## src/hw/clk_src_pkg.sv

```systemverilog
// shared constants and types for the clock source manager
package clk_src_pkg;
  // ********************
  // register map
  // ********************
  localparam int ADDR_W = 8;
  localparam int DATA_W = 8;
  localparam logic [7:0] OFS_CTRL1 = 8'h00;
  localparam logic [7:0] OFS_CTRL2 = 8'h01;
  localparam logic [7:0] OFS_STATUS = 8'h06;
  localparam logic [7:0] OFS_DIVCTRL = 8'h08;
  localparam logic [7:0] OFS_MISC = 8'h18;
  // ctrl1 fields
  localparam int SEL_HI = 7;
  localparam int SEL_LO = 6;
  localparam int BIT_CLKEN = 1;
  localparam int BIT_STOPKEEP = 0;
  // ctrl2 fields
  localparam int BIT_EXTKIND = 2;
  localparam int BIT_RANGE = 0;
  // status fields
  localparam int STAT_HI = 3;
  localparam int STAT_LO = 2;
  // divctrl fields
  localparam int DIV1_HI = 3;
  localparam int DIV1_LO = 1;
  // misc fields
  localparam int BIT_FORCE = 7;
  localparam int DIV2_HI = 2;
  localparam int DIV2_LO = 0;
  // ********************
  // source codes and reset values
  // ********************
  localparam logic [1:0] SRC_FAST = 2'h0;
  localparam logic [1:0] SRC_SLOW = 2'h1;
  localparam logic [1:0] SRC_EXT = 2'h2;
  localparam logic [1:0] RST_SEL = SRC_SLOW;
  localparam logic [2:0] RST_DIV = 3'h0;
  localparam int DIV_CNT_W = 7;
  // ********************
  // power modes
  // ********************
  typedef enum logic [2:0] {
    PM_RUN = 3'h0,
    PM_VERY_LOW_POWER_RUN = 3'h1,
    PM_VERY_LOW_POWER_WAIT = 3'h2,
    PM_STOP = 3'h3,
    PM_VERY_LOW_POWER_STOP = 3'h4,
    PM_LLS = 3'h5,
    PM_VERY_LOW_LEAKAGE_STOP = 3'h6
  } pmode_t;
endpackage

```

## src/hw/clk_source_manager.sv

```systemverilog
// main clock source manager: source switch, slow oscillator dividers, low-power gating
`timescale 1ns/1ns
module clk_source_manager #(
  parameter int TRIM_W = 8,
  parameter logic [TRIM_W-1:0] TRIM_DEFAULT = '0
) (
  input wire logic mclk, // 10 MHz system clock
  input wire logic reset, // synchronous, active high
  input wire logic [7:0] addr, // register byte address
  input wire logic [7:0] wdata, // write data
  input wire logic wr, // write strobe
  input wire logic rd, // read strobe
  output logic [7:0] rdata, // read data, cycle after rd
  input wire clk_src_pkg::pmode_t power_mode, // system power mode
  input wire logic fast_osc_in, // fast oscillator clock pin
  input wire logic slow_osc_in, // slow oscillator clock pin
  input wire logic ext_clk_in, // external reference clock pin
  input wire logic usb_recovery_enable, // full-speed usb clock recovery on
  input wire logic usb_trim_up, // usb monitor: raise trim, pulse
  input wire logic usb_trim_down, // usb monitor: lower trim, pulse
  output logic main_clk_tick, // main clock enable pulse
  output logic internal_ref_peripheral_clock, // second divider pulse
  output logic fast_osc_enable, // fast oscillator power
  output logic slow_osc_enable, // slow oscillator power
  output logic slow_osc_range, // 0 = 2M, 1 = 8M
  output logic ext_osc_request, // external reference requested
  output logic external_ref_kind_select, // 0 clock, 1 crystal
  output logic [TRIM_W-1:0] fast_osc_fine_trim // fast oscillator fine trim
);
  // ********************
  // types and checks
  // ********************
  typedef enum logic [1:0] {
    SW_STEADY = 2'b00,
    SW_WAIT = 2'b01,
    SW_SWAP = 2'b11
  } sw_t;

  typedef struct packed {
    logic [1:0] main_source_select;
    logic slow_osc_clock_enable;
    logic slow_osc_stop_keep;
    logic ext_kind;
    logic range;
    logic [2:0] first_slow_osc_divider;
    logic fast_osc_force_enable;
    logic [2:0] second_slow_osc_divider;
    logic [2:0] s1;
    logic [2:0] s2;
    logic [2:0] s3;
    logic [clk_src_pkg::DIV_CNT_W-1:0] cnt1;
    logic [clk_src_pkg::DIV_CNT_W-1:0] cnt2;
    logic div1_tick;
    sw_t sw;
    logic [1:0] target;
    logic [1:0] active;
    logic [1:0] main_source_status;
    logic keep_in_stop;
    logic in_stop;
    logic [TRIM_W-1:0] trim;
    logic main_tick;
    logic ref_tick;
    logic fast_en;
    logic slow_en;
    logic ext_req;
    logic [7:0] rdata;
  } state_t;

  if (TRIM_W < 2 || TRIM_W > 16) begin : g_chk
    $error("TRIM_W must be 2 to 16");
  end

  // ********************
  // helpers
  // ********************
  function automatic logic [clk_src_pkg::DIV_CNT_W-1:0] div_limit(input logic [2:0] code);
    logic [7:0] full;
    full = (8'h01 << code) - 8'h01;
    return full[clk_src_pkg::DIV_CNT_W-1:0];
  endfunction

  function automatic logic pick(input logic [1:0] code, input logic f, input logic s, input logic e);
    logic t;
    t = 1'b0;
    if (code == clk_src_pkg::SRC_FAST) begin
      t = f;
    end else if (code == clk_src_pkg::SRC_SLOW) begin
      t = s;
    end else if (code == clk_src_pkg::SRC_EXT) begin
      t = e;
    end
    return t;
  endfunction

  state_t r;
  state_t next_r;
  logic [2:0] edges;
  logic run_mode;
  logic vlp_mode;
  logic stop_mode;
  logic leak_mode;

  assign edges = r.s2 & ~r.s3;
  assign run_mode = power_mode == clk_src_pkg::PM_RUN;
  assign vlp_mode = power_mode == clk_src_pkg::PM_VERY_LOW_POWER_RUN || power_mode == clk_src_pkg::PM_VERY_LOW_POWER_WAIT;
  assign stop_mode = power_mode == clk_src_pkg::PM_STOP || power_mode == clk_src_pkg::PM_VERY_LOW_POWER_STOP;
  assign leak_mode = power_mode == clk_src_pkg::PM_LLS || power_mode == clk_src_pkg::PM_VERY_LOW_LEAKAGE_STOP;

  // ********************
  // next state
  // ********************
  always_comb begin
    next_r = r;
    next_r.s1 = {ext_clk_in, slow_osc_in, fast_osc_in};
    next_r.s2 = r.s1;
    next_r.s3 = r.s2;
    next_r.rdata = 8'h00;
    next_r.div1_tick = 1'b0;
    next_r.ref_tick = 1'b0;
    next_r.main_tick = 1'b0;

    // register writes
    if (wr) begin
      unique case (addr)
        clk_src_pkg::OFS_CTRL1: begin
          next_r.main_source_select = wdata[clk_src_pkg::SEL_HI:clk_src_pkg::SEL_LO];
          next_r.slow_osc_clock_enable = wdata[clk_src_pkg::BIT_CLKEN];
          next_r.slow_osc_stop_keep = wdata[clk_src_pkg::BIT_STOPKEEP];
        end
        clk_src_pkg::OFS_CTRL2: begin
          next_r.ext_kind = wdata[clk_src_pkg::BIT_EXTKIND];
          // shared 2M/8M circuit: range frozen while the slow source is in use
          if (r.active != clk_src_pkg::SRC_SLOW && r.main_source_status != clk_src_pkg::SRC_SLOW) begin
            next_r.range = wdata[clk_src_pkg::BIT_RANGE];
          end
        end
        clk_src_pkg::OFS_DIVCTRL: begin
          next_r.first_slow_osc_divider = wdata[clk_src_pkg::DIV1_HI:clk_src_pkg::DIV1_LO];
        end
        clk_src_pkg::OFS_MISC: begin
          next_r.fast_osc_force_enable = wdata[clk_src_pkg::BIT_FORCE];
          next_r.second_slow_osc_divider = wdata[clk_src_pkg::DIV2_HI:clk_src_pkg::DIV2_LO];
        end
        default: begin
        end
      endcase
    end

    // register reads; unmapped addresses read zero
    if (rd) begin
      unique case (addr)
        clk_src_pkg::OFS_CTRL1: begin
          next_r.rdata[clk_src_pkg::SEL_HI:clk_src_pkg::SEL_LO] = r.main_source_select;
          next_r.rdata[clk_src_pkg::BIT_CLKEN] = r.slow_osc_clock_enable;
          next_r.rdata[clk_src_pkg::BIT_STOPKEEP] = r.slow_osc_stop_keep;
        end
        clk_src_pkg::OFS_CTRL2: begin
          next_r.rdata[clk_src_pkg::BIT_EXTKIND] = r.ext_kind;
          next_r.rdata[clk_src_pkg::BIT_RANGE] = r.range;
        end
        clk_src_pkg::OFS_STATUS: begin
          next_r.rdata[clk_src_pkg::STAT_HI:clk_src_pkg::STAT_LO] = r.main_source_status;
        end
        clk_src_pkg::OFS_DIVCTRL: begin
          next_r.rdata[clk_src_pkg::DIV1_HI:clk_src_pkg::DIV1_LO] = r.first_slow_osc_divider;
        end
        clk_src_pkg::OFS_MISC: begin
          // bits 6..3 stay zero from the default above
          next_r.rdata[clk_src_pkg::BIT_FORCE] = r.fast_osc_force_enable;
          next_r.rdata[clk_src_pkg::DIV2_HI:clk_src_pkg::DIV2_LO] = r.second_slow_osc_divider;
        end
        default: begin
        end
      endcase
    end

    // slow dividers
    if (edges[1]) begin
      if (r.cnt1 >= div_limit(r.first_slow_osc_divider)) begin
        next_r.cnt1 = '0;
        next_r.div1_tick = 1'b1;
      end else begin
        next_r.cnt1 = r.cnt1 + 1'b1;
      end
    end
    if (r.div1_tick) begin
      // first divider output clocks the second one
      if (r.cnt2 >= div_limit(r.second_slow_osc_divider)) begin
        next_r.cnt2 = '0;
        next_r.ref_tick = 1'b1;
      end else begin
        next_r.cnt2 = r.cnt2 + 1'b1;
      end
    end

    // main switch: wait for a whole pulse of the new source, then swap
    unique case (r.sw)
      SW_STEADY: begin
        if (r.main_source_select != r.active) begin
          next_r.target = r.main_source_select;
          next_r.sw = SW_WAIT;
        end
      end
      SW_WAIT: begin
        next_r.target = r.main_source_select;
        if (r.main_source_select == r.active) begin
          next_r.sw = SW_STEADY;
        end else if (pick(r.main_source_select, edges[0], r.div1_tick, edges[2])) begin
          next_r.active = r.main_source_select;
          next_r.sw = SW_SWAP;
        end
      end
      SW_SWAP: begin
        next_r.main_source_status = r.active;
        next_r.sw = SW_STEADY;
      end
      default: begin
        next_r.sw = SW_STEADY;
      end
    endcase
    // whole pulses only: old source stops the cycle the new one starts
    next_r.main_tick = pick(next_r.active, edges[0], r.div1_tick, edges[2]) & ~stop_mode;

    // oscillator enables
    next_r.in_stop = stop_mode;
    if (stop_mode && !r.in_stop) begin
      next_r.keep_in_stop = r.slow_osc_stop_keep & r.slow_osc_clock_enable;
    end
    next_r.fast_en = run_mode & (r.fast_osc_force_enable | r.active == clk_src_pkg::SRC_FAST
      | (r.sw != SW_STEADY && r.target == clk_src_pkg::SRC_FAST));
    next_r.slow_en = (run_mode | vlp_mode) & (r.slow_osc_clock_enable | r.active == clk_src_pkg::SRC_SLOW
      | (r.sw != SW_STEADY && r.target == clk_src_pkg::SRC_SLOW));
    if (stop_mode) begin
      next_r.slow_en = next_r.keep_in_stop;
    end
    next_r.ext_req = (run_mode | vlp_mode) & (r.active == clk_src_pkg::SRC_EXT
      | (r.sw != SW_STEADY && r.target == clk_src_pkg::SRC_EXT));
    // usb recovery trims the fast oscillator from its default
    if (!usb_recovery_enable) begin
      next_r.trim = TRIM_DEFAULT;
    end else if (usb_trim_up && !usb_trim_down && r.trim != '1) begin
      next_r.trim = r.trim + 1'b1;
    end else if (usb_trim_down && !usb_trim_up && r.trim != '0) begin
      next_r.trim = r.trim - 1'b1;
    end
    // leakage modes: all clocks and counters off, settings retained
    if (leak_mode) begin
      next_r.fast_en = 1'b0;
      next_r.slow_en = 1'b0;
      next_r.ext_req = 1'b0;
      next_r.main_tick = 1'b0;
      next_r.ref_tick = 1'b0;
      next_r.div1_tick = 1'b0;
      next_r.cnt1 = '0;
      next_r.cnt2 = '0;
    end
  end

  // ********************
  // state register
  // ********************
  always_ff @(posedge mclk) begin
    if (reset) begin
      r <= '0;
      r.main_source_select <= clk_src_pkg::RST_SEL;
      r.active <= clk_src_pkg::RST_SEL;
      r.target <= clk_src_pkg::RST_SEL;
      r.main_source_status <= clk_src_pkg::RST_SEL;
      r.first_slow_osc_divider <= clk_src_pkg::RST_DIV;
      r.second_slow_osc_divider <= clk_src_pkg::RST_DIV;
      r.sw <= SW_STEADY;
      r.trim <= TRIM_DEFAULT;
      r.slow_en <= 1'b1;
      // synchronisers run through reset: a pin held high gives no false edge
      r.s1 <= next_r.s1;
      r.s2 <= next_r.s2;
      r.s3 <= next_r.s3;
    end else begin
      r <= next_r;
    end
  end

  assign rdata = r.rdata;
  assign main_clk_tick = r.main_tick;
  assign internal_ref_peripheral_clock = r.ref_tick;
  assign fast_osc_enable = r.fast_en;
  assign slow_osc_enable = r.slow_en;
  assign slow_osc_range = r.range;
  assign ext_osc_request = r.ext_req;
  assign external_ref_kind_select = r.ext_kind;
  assign fast_osc_fine_trim = r.trim;
endmodule // clk_source_manager

```

## config.mk

```make
export PLATFORM = sky130hd
export DESIGN_NAME = clk_source_manager
export DESIGN_NICKNAME = d
export VERILOG_FILES = /design/src/hw/clk_src_pkg.sv /design/src/hw/clk_source_manager.sv
export SDC_FILE = /design/constraint.sdc
export NUM_CORES = 1
export LEC_CHECK = 0
export ABC_AREA = 1
export CORE_MARGIN = 1
export CORE_UTILIZATION = 30
export CTS_CLUSTER_DIAMETER = 100
export DETAILED_ROUTE_END_ITERATION = 8
export DONT_BUFFER_PORTS = 1
export PLACE_DENSITY = 0.44
export SLEW_MARGIN = 20
export SYNTH_ARGS = -nofsm -noshare
export SYNTH_HDL_FRONTEND = slang
export SYNTH_SLANG_ARGS = --single-unit
```

## constraint.sdc

```tcl
create_clock -name mclk -period 2.1 [get_ports mclk]
set_input_delay 0.105 -clock mclk [delete_from_list [all_inputs] [get_ports mclk]]
set_output_delay 0.105 -clock mclk [all_outputs]
set_load 0.005 [all_outputs]
```

==> impl_results.md, run 1 <==
- CTS clk-pin slew, worst paths: 60 ps
- 1st-iter DRT viols: 155
- Flops & latches, synth: 66
- Cell with the most instances after synthesis: nand2_1
- Synthesis warning total: 0
- Hold WC Path Type: in2reg
- Most common cell on crit path: nor2_2
- Cells on worst reg2reg path: 13
- Share of layout cells above drive strength 1: 15.1%
- Worst Path Max Fanout: 7
- Cell count after synthesis: 480
- Post-DP HPWL: 6.30 mm
- Vias: 3099
- RSZ-0062 raised after global routing: yes
- Post-synth top cells: nand2_1, dfxtp_1, nor2_1
- Startpoint Class: register
- Die width: 111 um
- Syn Area/Cell: 7.46 sq um
- Post-synth top area share: 36.9%
- H-tree depth: 3
- Fin crit period: 2030 ps
- Starting Density: 31.1%
- Net count, final: 566
- Fin. Hold Viols: 0
- Clk buf depth: 2
- Dpl ws: -85.4 ps
- Peak supply drop: 318 uV
- Async S/R FF share, synth: 0%
- # setup viols final: 0
- Kind of critical path: reg2reg
- Element type at the critical path end: register
- Area Growth Syn to Fin: 20.9%
- First-pass GRT wire length: 13.8 mm
- Fill cell count: 1214
- ANT nets after route: 0
- Outcome: complete, but fails checks
- Total design power: 3.10 mW
- GPL Wtd Cong: 0.842
- Cell type with the largest total area after synthesis: dfxtp_1
- Num rows: 39
- Crit-path cells: nor2_2 > nand2_1 > ha_2 > buf_6 > xor2_2 > ha_1 > a21oi_1 > o21ai_1 > nand4_1 > nand3_2 > nand2_2 > nand2_4 > nor2_2
- Fin. max-slew vios: 0
- Maxcap violations: 0
- Worst path required time: 2370 ps
- DRT Wirelength: 8.40 mm
- Clock root buffer: clkbuf_16
- Leakage: 1.92 nW
- P per Cell Area: 715 nW/um^2
- Largest net degree at the start of global routing: 14
- Core ar.: 11500 sq um
- Crit path max-delay family: simple AND/OR/NAND/NOR gates
- GRT overflow: 0
- WP depth: 13
- Crit path buffers/inverters: 1
- Total CTS buffers: 9
- Gr usage total: 14.3%
- Drt first pass iters: 7
- Number of enable flip-flop cells after synthesis: 0
- Hold Crit Depth: 3
- Final Cycle Share: 96.5%
- Synth cell types: 37
- Seq/Total Area, Yosys: 36.9%
- Die height: 111 um
- Initial antenna violation count: 1
- I/O Buffers: 0
- Failing checks: DRC
- Synth Cell Area: 3580 sq um
- Worst Path Arrival: 2290 ps
- Top-level port count: 52
- DRC: 28
- Critical-path top delay cell: dfxtp_2
- Max incr delay on CP: 330 ps
- Ranking of synthesized cells by area: dfxtp_1, nand2_1, ha_1
- Vias in the first global route: 2849
- Peak Freq: 494 MHz
- Clock sinks: 66
- CTS tree: built
- WL/cell: 12.7 um
- Vias/cell: 4.68
- Min setup slack post-route: 74.5 ps
- Worst skew pair latency: 330 ps
- Worst Skew: 7.95 ps
- DIE AREA: 12400 sq um
- Ys flop type: dfxtp_1
[metrics by stage]
step | TNS [ps] | utilization [%] | hold WS [ps] | std cells | instance area (sq um)
5_1_grt | -321 | 37.6 | 7.95 | 661 | 4330
2_1_floorplan | 0 | - | 133 | 481 | 3590
4_1_cts | 0 | 36.9 | 0.360 | 657 | 4250
3_5_place_dp | -540 | 32.7 | 133 | 624 | 3770
3_3_place_gp | -241 | 32.7 | 133 | 624 | 3770
6_report | 0 | 37.6 | 12.5 | 662 | 4330
[layout by cell type (no fill, tap or decap), types with 3 or more instances in the layout]
cell / n
nor2_4: 4
nand2_1: 85
nor2_2: 10
nand4_1: 11
nor3_1: 8
dfxtp_2: 4
dlygate4sd3_1: 17
a21oi_1: 36
inv_1: 54
nand2_2: 7
clkbuf_1: 3
o211ai_1: 3
xor2_1: 10
nor2_1: 50
xnor2_1: 9
dfxtp_1: 62
nand3_1: 30
clkbuf_16: 9
o21ai_1: 5
buf_4: 23
o21ai_0: 26
ha_1: 22
[metal layers]
metal,vias to the layer above,global-route usage [%],part of all wire (%)
li1,1629,-,-
met1,1408,18.0,49
met2,58,21.8,44
met3,4,5.30,6.4
met4,0,6.49,0.61
met5,-,0,0
[state kept, by name, summed over array words and instances, names as in the netlist]
signal                         cells
r                                 39
fast_osc_fine_trim                 8
next_r                             6
rdata                              6
ext_osc_request                    1
external_ref_kind_select           1
fast_osc_enable                    1
internal_ref_peripheral_clock      1
main_clk_tick                      1
slow_osc_enable                    1
slow_osc_range                     1
[report_power, final]
group | switching (mW) | internal, mW
Sequential | 0.0178 | 1.28
Combinational | 0.166 | 0.114
Clock | 0.534 | 0.983
[final cells by class]
| type | instances | area [sq um] | area share, % |
|---|---|---|---|
| Tap cell | 143 | 179 | 4.13 |
| Multi-Input combinational cell | 339 | 1960 | 45.2 |
| Timing Repair Buffer | 41 | 354 | 8.18 |
| Inverter | 56 | 210 | 4.85 |
| Antenna cell | 1 | 2.50 | 0.0578 |
| Clock inverter | 2 | 35.0 | 0.809 |
| Clock buffer | 14 | 264 | 6.10 |
| Sequential cell | 66 | 1330 | 30.6 |
[cell families after synthesis]
kind of cell	synth area share, %
other	0.105
AND/OR/NAND/NOR	27.6
adder cells (fa/ha/maj)	8.59
XOR/XNOR	4.89
AO/OA/AOI/OAI	11.7
flip-flops	36.9
buffers and inverters	9.99
multiplexers	0.279
[final timing paths]
path                                    start         endpoint  slack (ps)
worst max-delay path                    r[60]            r[43]          70
worst max register to register          r[60]            r[43]          70
worst min register to register     next_r[49]       next_r[46]         320
worst min-delay path            power_mode[2]  fast_osc_enable          10
[tightest hold or removal path, cell delays in order]
cell,delay (ps)
inv_1,40
nand2_1,80
a211oi_1,60
[repair_timing]
item	4_1_cts	5_1_grt
resized for setup	4	19
buffers inserted	0	4
pin swaps	0	15
hold endpoints to repair	28	0
hold buffers	17	0
setup endpoints to repair	7	10
(Power assumes the default switching activity.)
==> inputs of run 2 (changes only) <==
- PLACE_DENSITY: 0.44 -> 0.55
==> run 2 against run 1 <==
Compared with the run above: the run still ends with DRC left; via count hardly changed; die area stayed put; fmax hardly changed; sequential power hardly changed; register-to-register slack hardly changed; critical endpoint is now r[44]; clock power hardly changed; hold slack better by 18 ps; setup slack hardly changed; critical path depth stayed put; largest power group unchanged; sequential share of layout area is 0.095 points lower; cell count is 0.45% lower; clock-buffer cell count is 4 lower.
==> impl_results.md, run 2 (synthesis gave the netlist of run 1 again) <==
- Outcome: complete, but fails checks
- Clk pwr share: 49.2%
- Starting Density: 31.1%
- Commonest non-fill, non-tap cell in the layout: nand2_1
- Share of layout cells above drive strength 1: 14.7%
- Top-level port count: 52
- Worst Path Arrival: 2300 ps
- Drt first pass iters: 6
- Placed insts: 622
- Worst skew pair latency: 340 ps
- First-pass GRT wire length: 14.1 mm
- Clk buf depth: 2
- Total CTS buffers: 9
- Hold WC Path Type: in2reg
- P_sw: 775 uW
- Leakage: 1.90 nW
- Worst path required time: 2380 ps
- GPL Wtd Cong: 0.837
- Hold Path Origin: addr[1]
- Most common cell on crit path: nand2_2
- H-tree depth: 3
- Peak Freq: 494 MHz
- DIE AREA: 12400 sq um
- P per Cell Area: 719 nW/um^2
- Area Growth Syn to Fin: 21.4%
- Setup_tns: 0 ps
- RSZ-0062 raised after global routing: yes
- CTS clk-pin slew, worst paths: 60 ps
- Max reg flops: 39
- Num rows: 39
- Total design power: 3.13 mW
- Gr usage total: 14.3%
- Worst Skew: 5.08 ps
- Element type at the critical path end: register
- Dpl ws: -82.7 ps
- Fin crit period: 2030 ps
- Most flops, register: r
- Startpoint Class: register
- Largest net degree at the start of global routing: 16
- Max incr delay on CP: 360 ps
- Post-DP HPWL: 6.16 mm
- Kind of critical path: reg2reg
- Clock sinks: 66
- I/O Buffers: 0
- ANT nets after route: 0
- Die width: 111 um
- Multi-input combinational cell area: 1970 sq um
- Register area: 1330 sq um
- Fin. max-slew vios: 0
- Net count, final: 564
- Flop pwr share: 41.5%
- Vias/cell: 4.71
- Critical-path top delay cell: dfxtp_4
- WL/cell: 12.5 um
- Clock root buffer: clkbuf_16
- Core ar.: 11500 sq um
- DRT Wirelength: 8.25 mm
- 1st-iter DRT viols: 206
- CTS tree: built
- Initial antenna violation count: 0
- Final Cycle Share: 96.4%
- Post-Layout Cell Count: 659
- R2R Path Start: r[60]
- Peak supply drop: 358 uV
- # diodes: 0
- Fin. Hold Viols: 0
- Die height: 111 um
- Worst Path Max Fanout: 7
- Maxcap violations: 0
- Min setup slack post-route: 74.7 ps
- Sw Ratio: 24.8%
- Worst Setup SP: r[60]
- DRC: 17
- Failing checks: DRC
- Cell-internal power: 2.35 mW
- Most frequent cells in the layout: nand2_1, dfxtp_1, inv_1, nor2_1, a21oi_1
- Crit-path cells: nor2_4 > nand2_2 > ha_4 > buf_6 > xor2_1 > ha_1 > a21oi_2 > o21ai_2 > nand4_1 > nand3_2 > nand2_2 > nand2_4 > nor2_1
- GRT overflow: 0
- # setup viols final: 0
- Vias: 3102
- Part of the power in combinational logic: 9.3%
- Vias in the first global route: 3104
- Fill cell count: 1203
- Fin util: 37.8%
==> run 2: cell count changes in the layout (fill, tap and decap cells not counted), sizes merged <==
| cell | delta |
|---|---|
| dlygate4sd3 | +2 |
| clkbuf | -4 |
| diode | -1 |
| buf | -4 |
| clkinv | +1 |
| clkinvlp | +3 |
==> run 2: metal layers <==
| layer | GRT usage (%) | wire (um) | part of all wire, % | vias to the layer above |
|---|---|---|---|---|
| met1 | 17.4 | 3970 | 48 | 1396 |
| met3 | 3.77 | 401 | 4.9 | 11 |
| met4 | 7.12 | 170 | 2.1 | 0 |
| met5 | 0 | 0 | 0 | - |
| li1 | - | - | - | 1624 |
| met2 | 23.4 | 3710 | 45 | 71 |
==> run 2: area by class of cell <==
cell class                      instances  share of cell area, %
Timing Repair Buffer                   39                   8.20
Clock inverter                          6                   1.53
Clock buffer                           10                   5.50
Inverter                               56                   4.83
Sequential cell                        66                   30.5
Multi-Input combinational cell        339                   45.3
Tap cell                              143                   4.12
==> run 2: critical path: cells and delay by family, from the launching register on <==
| kind | cells | cell delay, ps |
|---|---|---|
| buffers and inverters | 1 | 110 |
| DFF | 1 | 360 |
| AOI/OAI and AO/OA | 2 | 210 |
| xor gates and xnor gates | 1 | 150 |
| and+or+nand+nor | 7 | 640 |
| adders and majority gates | 2 | 500 |
==> run 2: path summary, 6_finish.rpt <==
check / slack (ps) / cells after the start / endpoint
setup / recovery: 70 / 13 / r[44]
hold / removal: 30 / 4 / rdata[3]
setup reg to reg: 70 / 13 / r[44]
hold reg to reg: 330 / 0 / next_r[47]
==> run 2: per-stage QoR <==
step,instance area [sq um],hold slack (ps)
global placement,3760,133
CTS,4290,20.9
detailed placement,3760,133
finish,4350,30.3
global route,4350,45.4
floorplan,3590,133
==> run 2: power by group through the flow <==
stage	registers [mW]	clock network, mW	logic [mW]
2_1_floorplan	1.33	0	0.204
3_3_place_gp	1.33	0	0.246
3_5_place_dp	1.33	0	0.250
4_1_cts	1.30	1.59	0.286
5_1_grt	1.30	1.64	0.328
6_report	1.30	1.54	0.290
==> run 2: repair_timing <==
item | in CTS | in global routing
setup buffers | 1 | 1
gates resized for setup | 8 | 17
hold buffers | 19 | 0
endpoints found under the setup margin | 7 | 9
endpoints found under the hold margin | 27 | 0
pin swaps | 5 | 9
==> inputs of run 3 (changes only) <==
- ABC_AREA: 1 -> not set
- CTS_BUF_LIST: not set -> sky130_fd_sc_hd__clkbuf_16
==> run 3 against run 2 <==
Compared with the run above: the flow finishes with violations (DRC, setup timing); non-clock buffer count is 5 higher; critical path depth is 4 lower; hold slack worse by 18 ps; first-iteration DRC count is 53% lower; clock skew is 5.2 ps higher; clock power is 12% higher; routed wire length is 3.2% higher; setup slack worse by 440 ps; sequential power hardly changed; clock-buffer cell count stayed put.
==> impl_results.md, run 3 <==
- Share of layout cells above drive strength 1: 18.6%
- Net count, final: 495
- Syn Area/Cell: 8.53 sq um
- P per Cell Area: 742 nW/um^2
- Rel. slew slack: 39.2%
- Cells on worst reg2reg path: 9
- Hold Crit Depth: 2
- Most frequent cells in the layout: dfxtp_1, nor2_1, nand2_1
- Worst slew pin tran: 909 ps
- R2R Path Start: r[61]
- Post-DP HPWL: 5.95 mm
- Failing checks: DRC, setup timing
- 1st-iter DRT viols: 97
- Area Growth Syn to Fin: 25.2%
- Worst Path Max Fanout: 6
- # diodes: 0
- Synth cell types: 62
- Peak Freq: 405 MHz
- ANT nets after route: 0
- WL/cell: 14.4 um
- Core ar.: 11500 sq um
- Top-level port count: 52
- Most flops, register: r
- DIE AREA: 12400 sq um
- Drt first pass iters: 6
- Hold Path Origin: addr[2]
- Num rows: 39
- Leakage: 1.68 nW
- R2R Path End: r[44]
- H-tree depth: 3
- Worst skew pair latency: 340 ps
- Fin. max-slew vios: 0
- Commonest non-fill, non-tap cell in the layout: dfxtp_1
- DRT Wirelength: 8.52 mm
- Synth Cell Area: 3580 sq um
- Vias in the first global route: 2916
- Fin crit period: 2470 ps
- Worst path required time: 2370 ps
- Number of enable flip-flop cells after synthesis: 0
- Total CTS buffers: 9
- Min setup slack post-route: -368 ps
- First-pass GRT wire length: 14.2 mm
- Worst Path Arrival: 2730 ps
- Clock sinks: 66
- Die height: 111 um
- Clk buf depth: 2
- Setup_tns: -2720 ps
- Async S/R FF share, synth: 0%
- Worst Hold Path EP: rdata[6]
- Peak supply drop: 362 uV
- Max reg flops: 39
- Vias/cell: 5.15
- WHS: 12.6 ps
- Worst Skew: 10.3 ps
- Total design power: 3.32 mW
- Ys flop type: dfxtp_1
- Kind of critical path: reg2reg
- Seq/Total Area, Yosys: 36.9%
- Final Cycle Share: 118%
- Vias: 3041
- Cell with the most instances after synthesis: dfxtp_1
- Hold WC Path Type: in2reg
- Element type at the critical path end: register
- Largest net degree at the start of global routing: 27
- Outcome: complete, but fails checks
- Die width: 111 um
- Flops & latches, synth: 66
- Gr usage total: 14.5%
- # setup viols final: 8
- Startpoint Class: register
- GRT overflow: 0
- Synthesis warning total: 0
- Ranking of synthesized cells by area: dfxtp_1, ha_1, nor2_1
- Cell count after synthesis: 419
- GPL Wtd Cong: 0.806
- CTS tree: built
- RSZ-0062 raised after global routing: yes
- Initial antenna violation count: 0
- Post-synth top cells: dfxtp_1, nor2_1, a21oi_1, nand2_1, ha_1
- I/O Buffers: 0
- Clock root buffer: clkbuf_16
- Maxcap violations: 0
- R2R Setup Slk: -370 ps
- CTS clk-pin slew, worst paths: 60 ps
- Starting Density: 31.1%
- Post-synth top area share: 36.9%
- DRC: 11
- Fin. Hold Viols: 0
- Cell type with the largest total area after synthesis: dfxtp_1
[run 3: worst max path at each step]
stage,startpoint,endpoint,slack (ps),depth (start not counted)
2_1_floorplan,r[59],r[41],-450,11
3_3_place_gp,r[61],r[41],-320,9
3_5_place_dp,r[61],r[44],-380,9
4_1_cts,r[61],r[44],-360,9
5_1_grt,r[61],r[41],-500,9
6_report,r[61],r[44],-370,9
[run 3: per-layer routing]
metal / vias up / track usage (%) / part of all wire (%)
met1: 1419 / 18.4 / 47
met2: 59 / 22.6 / 46
li1: 1548 / - / -
met4: 0 / 7.84 / 2.3
met5: - / 0 / 0
met3: 15 / 3.44 / 4.3
[run 3: per-stage QoR]
stage	utilization [%]	instances	cell area, sq um	worst slack, ps
after global placement	32.7	550	3770	-325
after floorplan	-	420	3650	-453
final	38.9	590	4480	-368
after detailed placement	32.7	550	3770	-378
after global routing	38.9	590	4480	-499
after CTS	38.1	587	4390	-361
[run 3: worst max-delay path: stages, from the launching register on]
cell and delay [ps]:
dfxtp_2 330, or3_4 380, ha_4 190, xor2_1 170, ha_1 310, a211oi_2 210
o21ai_2 100, a221oi_4 380, o21ai_2 150, a21oi_1 160
[run 3: logic make-up after synthesis]
group	Yosys count	share of synthesized area, %
compound gates	86	15.7
xor+xnor	13	3.18
fa+ha+maj	24	8.61
buf+inv	46	6.75
flops	66	36.9
mux	17	4.83
other cells	1	0.105
simple gates	166	23.9
[run 3: power by group]
part	switching (mW)	internal, mW	leakage [nW]
registers	0.0135	1.28	0.541
clock network	0.609	1.12	0.165
logic	0.156	0.146	0.975
[run 3: layout make-up]
class / instances / area (sq um)
Clock buffer: 10 / 250
Clock inverter: 6 / 93.8
Fill cell: 1143 / 7040
Inverter: 13 / 48.8
Multi-Input combinational cell: 308 / 2190
Sequential cell: 66 / 1340
Tap cell: 143 / 179
Timing Repair Buffer: 44 / 380
[run 3: what timing repair did]
| action | 4_1_cts | 5_1_grt |
|---|---|---|
| hold endpoints to repair | 33 | 0 |
| buffers inserted | 4 | 3 |
| resized for setup | 11 | 16 |
| pin swaps | 11 | 11 |
| hold buffers | 17 | 0 |
| cloned | 0 | 0 |
| endpoints found under the setup margin | 9 | 19 |
